<file path="config.mk">
export PLATFORM = sky130hd
export DESIGN_NAME = usp_regs
export DESIGN_NICKNAME = d
export VERILOG_FILES = /design/src/rtl/usp_pkg.sv /design/src/rtl/usp_regs.sv
export VERILOG_INCLUDE_DIRS = /design/src /design/src/rtl
export SDC_FILE = /design/constraint.sdc
export NUM_CORES = 1
export LEC_CHECK = 0
export BUFFER_PORTS_ARGS = -buffer_cell sky130_fd_sc_hd__buf_2
export CAP_MARGIN = 20
export CORE_ASPECT_RATIO = 1.75
export CORE_MARGIN = 2
export CORE_UTILIZATION = 50
export CTS_CLUSTER_DIAMETER = 80
export DETAILED_ROUTE_END_ITERATION = 10
export HOLD_SLACK_MARGIN = 0.03
export PLACE_DENSITY = 0.81
export SLEW_MARGIN = 20
export SYNTH_ARGS = -nofsm -noshare
export SYNTH_HDL_FRONTEND = slang
export SYNTH_SLANG_ARGS = --single-unit
</file>
<file path="constraint.sdc">
create_clock -name sys_clk -period 3.5 [get_ports sys_clk]
set_input_delay 0.35 -clock sys_clk [delete_from_list [all_inputs] [get_ports sys_clk]]
set_output_delay 0.35 -clock sys_clk [all_outputs]
set_load 0.02 [all_outputs]
</file>
<file path="src/rtl/usp_defines.svh">
// offsets, field positions, reset values and timing counts of the bank
`ifndef USP_DEFINES_SVH
`define USP_DEFINES_SVH

// ----------------------------------------------------------------------
// register byte offsets
// ----------------------------------------------------------------------
`define USP_OFS_DESIGN_VERSION       16'h9000
`define USP_OFS_DESIGN_STATUS        16'h9008
`define USP_OFS_TX_UTILIZATION_COUNT 16'h900c
`define USP_OFS_RX_UTILIZATION_COUNT 16'h9010
`define USP_OFS_UPSTREAM_WRITE_COUNT 16'h9014

// ----------------------------------------------------------------------
// design_version fields
// ----------------------------------------------------------------------
`define USP_VER_MINOR_LSB   0
`define USP_VER_MAJOR_LSB   4
`define USP_VER_ENGINE_LSB  8
`define USP_VER_FAMILY_LSB  16

// ----------------------------------------------------------------------
// design_status fields
// ----------------------------------------------------------------------
`define USP_STAT_CALIB_BIT      0
`define USP_STAT_SHIM_RST_BIT   1
`define USP_STAT_FIFO_LSB       2
`define USP_STAT_PHY0_BIT       30
`define USP_STAT_PHY1_BIT       31
`define USP_STAT_SHIM_RST_RESET 1'h1

// ----------------------------------------------------------------------
// performance counter fields
// ----------------------------------------------------------------------
`define USP_PERF_SAMPLE_LSB   0
`define USP_PERF_COUNT_LSB    2
`define USP_PERF_COUNT_RESET  30'h0
`define USP_PERF_SAMPLE_RESET 2'h0

// ----------------------------------------------------------------------
// timing
// ----------------------------------------------------------------------
`define USP_CLK_PERIOD_NS      10
`define USP_SAMPLE_PERIOD_MS   1000
`define USP_SAMPLE_CYCLES \
  ((`USP_SAMPLE_PERIOD_MS * 1000000) / `USP_CLK_PERIOD_NS)
`define USP_SHIM_CLEAR_CYCLES  4'h9

`endif

</file>
<file path="src/rtl/usp_pkg.sv">
// types shared by the user-space status and performance bank
package usp_pkg;

  // host register port request
  typedef struct packed {
    logic        wr;
    logic        rd;
    logic [15:0] addr;
    logic [31:0] wdata;
  } usp_req_s;

  // host register port answer
  typedef struct packed {
    logic        valid;
    logic [31:0] data;
  } usp_rsp_s;

  // status levels from pins outside the clock domain
  typedef struct packed {
    logic [1:0] phy_link;
    logic [3:0] memory_fifo_empty_flags;
    logic       calib_done;
  } usp_pins_s;

  // dword increments per cycle: 0 tx, 1 rx, 2 upstream write
  typedef logic [2:0][3:0] usp_inc_t;

  // the whole state of the bank
  typedef struct packed {
    usp_pins_s        sync1;
    usp_pins_s        sync2;
    logic             shim_rst_n;
    logic [3:0]       shim_cnt;
    logic [31:0]      sec_cnt;
    logic [2:0][29:0] acc;
    logic [2:0][29:0] count;
    logic [2:0][1:0]  sample;
    usp_rsp_s         rsp;
  } usp_state_s;

endpackage

</file>
<file path="src/rtl/usp_regs.sv">
// user-space version, status and performance counter register bank
`timescale 1ns/1ps

`include "usp_defines.svh"

module usp_regs
#(
  parameter int unsigned SECOND_CYCLES = `USP_SAMPLE_CYCLES,
  // identity values below are arbitrary
  parameter logic [3:0]  VER_MINOR     = 4'h2,
  parameter logic [3:0]  VER_MAJOR     = 4'h3,
  parameter logic [7:0]  VER_ENGINE    = 8'h21,
  parameter logic [3:0]  VER_FAMILY    = 4'h5
)
(
  input  wire logic              sys_clk,
  input  wire logic              reset,
  input  wire logic              clk_en,
  input  wire usp_pkg::usp_req_s host_req,
  output      usp_pkg::usp_rsp_s host_rsp,
  input  wire usp_pkg::usp_pins_s status_pins,
  input  wire usp_pkg::usp_inc_t perf_inc,
  output      logic              interconnect_shim_reset_n
);

  import usp_pkg::*;

  // --------------------------------------------------------------------
  // state
  // --------------------------------------------------------------------
  usp_state_s state_reg;
  usp_state_s state_next;

  localparam logic [31:0] SEC_LAST = 32'(SECOND_CYCLES - 1);

  // --------------------------------------------------------------------
  // address decode
  // --------------------------------------------------------------------
  logic hit_version;
  logic hit_status;
  logic hit_tx;
  logic hit_rx;
  logic hit_up;
  logic status_wr;
  logic sec_tick;

  always_comb
  begin
    hit_version = (host_req.addr == `USP_OFS_DESIGN_VERSION);
    hit_status  = (host_req.addr == `USP_OFS_DESIGN_STATUS);
    hit_tx      = (host_req.addr == `USP_OFS_TX_UTILIZATION_COUNT);
    hit_rx      = (host_req.addr == `USP_OFS_RX_UTILIZATION_COUNT);
    hit_up      = (host_req.addr == `USP_OFS_UPSTREAM_WRITE_COUNT);
    status_wr   = host_req.wr && hit_status;
    sec_tick    = (state_reg.sec_cnt == SEC_LAST);
  end

  // --------------------------------------------------------------------
  // register images
  // --------------------------------------------------------------------
  logic [31:0] version_word;
  logic [31:0] status_word;
  logic [2:0][31:0] perf_word;

  always_comb
  begin
    version_word = 32'h0;
    version_word[`USP_VER_MINOR_LSB +: 4]  = VER_MINOR;
    version_word[`USP_VER_MAJOR_LSB +: 4]  = VER_MAJOR;
    version_word[`USP_VER_ENGINE_LSB +: 8] = VER_ENGINE;
    version_word[`USP_VER_FAMILY_LSB +: 4] = VER_FAMILY;
  end

  always_comb
  begin
    status_word = 32'h0;
    status_word[`USP_STAT_CALIB_BIT] =
      state_reg.sync2.calib_done;
    status_word[`USP_STAT_SHIM_RST_BIT] = state_reg.shim_rst_n;
    status_word[`USP_STAT_FIFO_LSB +: 4] =
      state_reg.sync2.memory_fifo_empty_flags;
    status_word[`USP_STAT_PHY0_BIT] =
      state_reg.sync2.phy_link[0];
    status_word[`USP_STAT_PHY1_BIT] =
      state_reg.sync2.phy_link[1];
  end

  always_comb
  begin
    for (int i = 0; i < 3; i++)
    begin
      perf_word[i] = 32'h0;
      perf_word[i][`USP_PERF_SAMPLE_LSB +: 2] =
        state_reg.sample[i];
      perf_word[i][`USP_PERF_COUNT_LSB +: 30] =
        state_reg.count[i];
    end
  end

  // --------------------------------------------------------------------
  // next state
  // --------------------------------------------------------------------
  always_comb
  begin
    state_next = state_reg;

    // status pins pass two flip-flops
    state_next.sync1 = status_pins;
    state_next.sync2 = state_reg.sync1;

    // shim reset bit: write stores, then self clears
    if (status_wr)
    begin
      state_next.shim_rst_n =
        host_req.wdata[`USP_STAT_SHIM_RST_BIT];
      state_next.shim_cnt = `USP_SHIM_CLEAR_CYCLES;
    end
    else if (state_reg.shim_cnt != 4'h0)
    begin
      state_next.shim_cnt = state_reg.shim_cnt - 4'h1;
      if (state_reg.shim_cnt == 4'h1)
      begin
        state_next.shim_rst_n = 1'b0;
      end
    end

    // one-second window
    if (sec_tick)
    begin
      state_next.sec_cnt = 32'h0;
    end
    else
    begin
      state_next.sec_cnt = state_reg.sec_cnt + 32'h1;
    end

    // performance counters, tx rx upstream
    for (int i = 0; i < 3; i++)
    begin
      if (sec_tick)
      begin
        state_next.count[i] =
          state_reg.acc[i] + 30'(perf_inc[i]);
        state_next.acc[i] = 30'h0;
        state_next.sample[i] = state_reg.sample[i] + 2'h1;
      end
      else
      begin
        state_next.acc[i] =
          state_reg.acc[i] + 30'(perf_inc[i]);
      end
    end

    // read answer, one cycle after the request
    state_next.rsp.valid = host_req.rd;
    state_next.rsp.data  = 32'h0;
    if (host_req.rd)
    begin
      case (1'b1)
        hit_version: state_next.rsp.data = version_word;
        hit_status:  state_next.rsp.data = status_word;
        hit_tx:      state_next.rsp.data = perf_word[0];
        hit_rx:      state_next.rsp.data = perf_word[1];
        hit_up:      state_next.rsp.data = perf_word[2];
        default:     state_next.rsp.data = 32'h0;
      endcase
    end
    // other writes touch no state
  end

  // --------------------------------------------------------------------
  // registers
  // --------------------------------------------------------------------
  always_ff @(posedge sys_clk)
  begin
    if (reset)
    begin
      state_reg            <= '0;
      state_reg.shim_rst_n <= `USP_STAT_SHIM_RST_RESET;
    end
    else if (clk_en)
    begin
      state_reg <= state_next;
    end
  end

  // --------------------------------------------------------------------
  // outputs
  // --------------------------------------------------------------------
  assign host_rsp                  = state_reg.rsp;
  assign interconnect_shim_reset_n = state_reg.shim_rst_n;

endmodule

</file>
== Word-level counts from Yosys, hierarchy flattened ==
Cells that the tools add are included.
Word-level totals
  register bits after elaboration: 270
  input bits: 72
  word-level logic and storage cells: 55
  output and inout port bits: 34
Cells by class
  equality and inequality tests: 7
  reductions and logical operators: 7
  muxes and demuxes: 13
  add/sub/neg operators: 8
Operator list (number)
  32-bit two-way mux: 7
  30-bit by 4-bit adder with 30-bit output: 3
  30-bit two-way mux: 3
  16-bit == test (second input constant): 5
  32-bit by 1-bit adder with 32-bit output (second input constant): 1
  32-bit by 27-bit == test with 1-bit output (second input constant): 1
  5-bit two-way mux: 2
  2-bit by 1-bit adder with 2-bit output (second input constant): 3
  4-bit by 1-bit == test with 1-bit output (second input constant): 1
  2-bit AND reduction: 2
  2-bit nonzero test: 2
  4-bit nonzero test: 1
  4-bit by 1-bit subtractor with 4-bit output (second input constant): 1
  3-bit AND reduction: 1
  1-bit logical AND: 1
  1-bit two-way mux: 1

== Logic depth before layout (Yosys ltp) ==
  word-level depth: 7
  mapped depth: 9

== Worst setup path after synthesis ==
No wires, ideal clock.
  kind: input to register
  start point: in perf_inc[8] in the netlist's numbering
  end point: reg state_reg, in the netlist perf_word[78]
  path buffers: 0
  data required time: 3.414 ns
  arrival: 2.124 ns
  stages: 8
  path slack: 1.291 ns
  path through: ha_1 > fa_1 > a21o_1 > a21oi_1 > nor2_1 > nand3_1 > xor2_1 > a211oi_1
Between the ends
  cells in the longest elaborated chain, start to end: 1
RTL lines
  start, declared: line usp_regs.sv:22  | input wire usp_pkg::usp_inc_t perf_inc,
  30-bit by 4-bit adder with 30-bit output: line usp_regs.sv:143  | state_reg.acc[i] + 30'(perf_inc[i]);
  end signal, assigned: line usp_regs.sv:183  | state_reg <= state_next;
  end, declared: line usp_regs.sv:31  | usp_state_s state_reg;
Every way passes these cells.
A chain may end at the register's enable or synchronous reset.

== Final worst setup path ==
  start point: reg state_reg[132] in the netlist's numbering
  end point: reg state_reg, in the netlist perf_word[26]
Between the ends
  cells in the longest elaborated chain, start to end: 1
RTL lines (line)
  30-bit by 4-bit adder with 30-bit output: usp_regs.sv:143
Every way passes these cells.

==> flow_metrics.py <==
metrics = {
    "synthesis": {
        "ys_top_cells_by_area": "dfxtp_1, nor2_1, a211oi_1",
        "ys_ff_latch": 270,
        "synth_commonest_cells": "dfxtp_1, nor2_1, nand2_1",
        "synth-seq-area-share_pct": 41.79,
        "synth.most_common_cell": "dfxtp_1",
        "syn_nets": 1652,
        "syn_avg_cell_area_sq_um": 8.280,
        "synth_cells": 1562,
        "yosys_warnings": 0,
        "synth_edf_count": 0,
        "synth-main-ff-cell": "dfxtp_1",
        "yosys.cell_types.count": 54,
        "yosys.area.top_type": "dfxtp_1",
        "synth_area_sq_mm": 0.01293,
        "synth_top_area_share_pct": 41.79,
        "async_flop_share_pct": 0,
    },
    "sta": {
        "timing.hold.ws_ns": 0.05411,
        "fin_skew_ns": 0.009976,
        "final.min_clock_period_ns": 2.634,
        "finalCritPeriodShare_pct": 75.25,
        "setup_violations": 0,
        "hold_viol_final": 0,
        "maxSlewViolCount": 0,
        "tns_ns": 0,
        "grt_setup_unrepaired": "false",
        "fin_ws_ns": 0.8662,
        "worst_pin_slew_ns": 1.052,
        "max_freq_ghz": 0.3797,
        "relSlewSlack_pct": 29.81,
    },
    "clocking": {
        "cts.sinks": 270,
        "cts_inserted_buffers": 26,
        "post_cts_resize_count": 0,
        "clock_path_buffers": 3,
        "ctsRootBufferMaster": "clkbuf_16",
        "clk_latency_ns": 0.54,
        "cts_tree": "yes",
        "clkTransAtPathRegs_ns": 0.06,
        "post_cts_buffers": 0,
        "cts_htree_levels": 1,
    },
    "floorplanning": {
        "die_h_microns": 216.8,
        "start_util_pct": 51.04,
        "die_area_sq_mm": 0.02722,
        "fp.coreArea_sq_mm": 0.02534,
        "rows": 77,
        "die_w_microns": 125.6,
        "ios": 106,
    },
    "cells_and_area": {
        "final_util_pct": 56.49,
        "largest_register_ffs": 133,
        "syn2layout_area_growth_pct": 10.67,
        "diodes": 0,
        "stdcell_area_sq_mm": 0.01431,
        "drive_above_1_share_pct": 10.57,
        "final_nets": 1641,
        "finalNonFillerCells": 1886,
    },
    "routing": {
        "drc_errors": 0,
        "drt_iter0_drc": 855,
        "wl_per_cell_microns": 17.88,
        "vias_per_cell": 6.012,
        "vias": 11339,
        "ant_nets": 0,
        "routed_wl_microns": 33720,
        "dr.pass1.iters": 5,
    },
    "critical_path": {
        "reg2reg_slack_ns": 0.87,
        "crit_path_start_kind": "flip-flop",
        "worstPathRequired_ns": 3.94,
        "r2r_cells": 7,
        "timing.rr.end": "perf_word[26]",
        "crit_path_max_fanout": 7,
        "crit_path_end": "perf_word[26]",
        "end_kind": "flip-flop",
        "reg2reg_from": "state_reg[132]",
        "crit_path_start": "state_reg[132]",
        "critPathKind": "flip-flop to flip-flop",
        "cp.arrival_ns": 3.08,
    },
    "placed_design": {
        "port-buffer-count": 74,
        "gp_congestion": 0.9012,
        "place_hpwl_microns": 23150,
        "place_area_sq_mm": 0.01331,
        "place_ws_ns": 0.7977,
        "placedCellCount": 1838,
    },
    "power": {
        "combPwrFrac_pct": 7.3,
        "total_leakage_power_nw": 4.935,
        "power_density_mw_per_mm2": 482.7,
        "clockPowerShare_pct": 46.8,
        "sequentialPowerShare_pct": 45.9,
        "netSwitchingFraction_pct": 23.01,
        "total_power_mw": 6.910,
        "p_sw_mw": 1.590,
        "ir_drop_mv": 0.4069,
        "p_int_mw": 5.320,
    },
    "grt": {
        "grt_pass1_vias": 11031,
        "antenna_found_initial": 1,
        "grt_start_max_net_pins": 94,
        "track_usage_pct": 24.23,
        "grt_first_pass_wirelength_microns": 54510,
        "grt_overflow": 0,
    },
    "job": {
        "drv_cap": 0,
    },
    "outcome": {
        "status": "complete, no violations",
    },
    "worst_hold_path": {
        "hold_class": "primary input to flip-flop",
    },
}
==> metal layers <==
| metal | wire (microns) | global-route usage [%] | share of wire [%] | vias to the layer above |
|---|---|---|---|---|
| met4 | 2183 | 16.15 | 6.5 | 2 |
| met1 | 12190 | 25.29 | 36 | 5355 |
| met5 | 5 | 0 | 0.015 | - |
| met3 | 1692 | 3.294 | 5.0 | 105 |
| met2 | 17640 | 44.67 | 52 | 355 |
| li1 | - | - | - | 5522 |
==> power groups by stage <==
stage / clock, mW / combinational [mW] / sequential, mW
after CTS: 3.28 / 0.499 / 3.17
final: 3.23 / 0.502 / 3.17
after floorplan: 0 / 0.362 / 3.22
after global placement: 0 / 0.475 / 3.24
after detailed placement: 0 / 0.493 / 3.24
after global routing: 3.40 / 0.557 / 3.18
==> placed cells by master (no fill, tap or decap), types with 5 or more instances in the layout <==
cell | Yosys | routed
clkbuf_16 | 0 | 27
buf_4 | 33 | 21
nand2b_1 | 10 | 10
o21ai_1 | 35 | 35
a41oi_1 | 6 | 6
o22ai_1 | 5 | 5
nor2_1 | 185 | 183
nand3_1 | 53 | 53
and2_1 | 5 | 5
nor4b_1 | 7 | 6
nand4_1 | 25 | 25
a21o_1 | 6 | 6
mux2i_1 | 17 | 17
nor4_1 | 13 | 11
xnor2_1 | 65 | 65
ha_1 | 15 | 15
a22oi_1 | 45 | 45
inv_1 | 25 | 25
a21oi_1 | 113 | 113
a31oi_1 | 56 | 56
nand2_1 | 135 | 135
nor3b_1 | 6 | 6
buf_2 | 28 | 73
xor2_1 | 56 | 56
and3_1 | 39 | 39
dfxtp_1 | 270 | 270
and4_1 | 17 | 17
o21ai_0 | 47 | 47
nor3_1 | 25 | 25
bufinv_16 | 0 | 7
nor2b_1 | 5 | 5
a211oi_1 | 78 | 78
or3_1 | 25 | 25
==> how the worst min path moves through the flow <==
| stage | start | end | slack [ns] | depth (start not counted) |
|---|---|---|---|---|
| 3_3_place_gp | host_rsp[30] | host_rsp[30] | 0.44 | 2 |
| 5_1_grt | status_pins[6] | state_next[262] | 0.06 | 3 |
| 2_1_floorplan | host_rsp[0] | host_rsp[0] | 0.43 | 2 |
| 3_5_place_dp | host_rsp[30] | host_rsp[30] | 0.44 | 2 |
| 6_report | status_pins[3] | state_next[259] | 0.05 | 3 |
| 4_1_cts | status_pins[3] | state_next[259] | 0.04 | 3 |
==> what timing repair did <==
action / in CTS / in global routing
hold buffers: 1 / 0
endpoints found under the setup margin: 0 / 0
endpoints found under the hold margin: 1 / 0
==> area by class of cell <==
class	instances	area (sq um)
Timing Repair Buffer	99	613.1
Inverter	25	93.84
Clock buffer	35	745.7
Multi-Input combinational cell	1129	6817
Sequential cell	270	5405
Clock inverter	12	244.0
Tap cell	316	395.4
Fill cell	2262	11020
==> critical path, stage by stage (launching register included) <==
cell	delay (ns)
dfxtp_1	0.32
ha_1	0.38
o211ai_1	0.14
nor3_1	0.54
and3_1	0.49
nand4_1	0.23
xor2_1	0.20
a211oi_1	0.23
==> logic make-up after synthesis <==
kind of cell | after synthesis | synth area share [%]
adder cells (fa/ha/maj) | 18 | 1.915
AND/OR/NAND/NOR | 566 | 21.32
multiplexers | 20 | 1.577
flip-flops | 270 | 41.79
XOR/XNOR | 121 | 8.194
buffers and inverters | 163 | 5.959
AO/OA/AOI/OAI | 404 | 19.24
(Power assumes the default switching activity.)
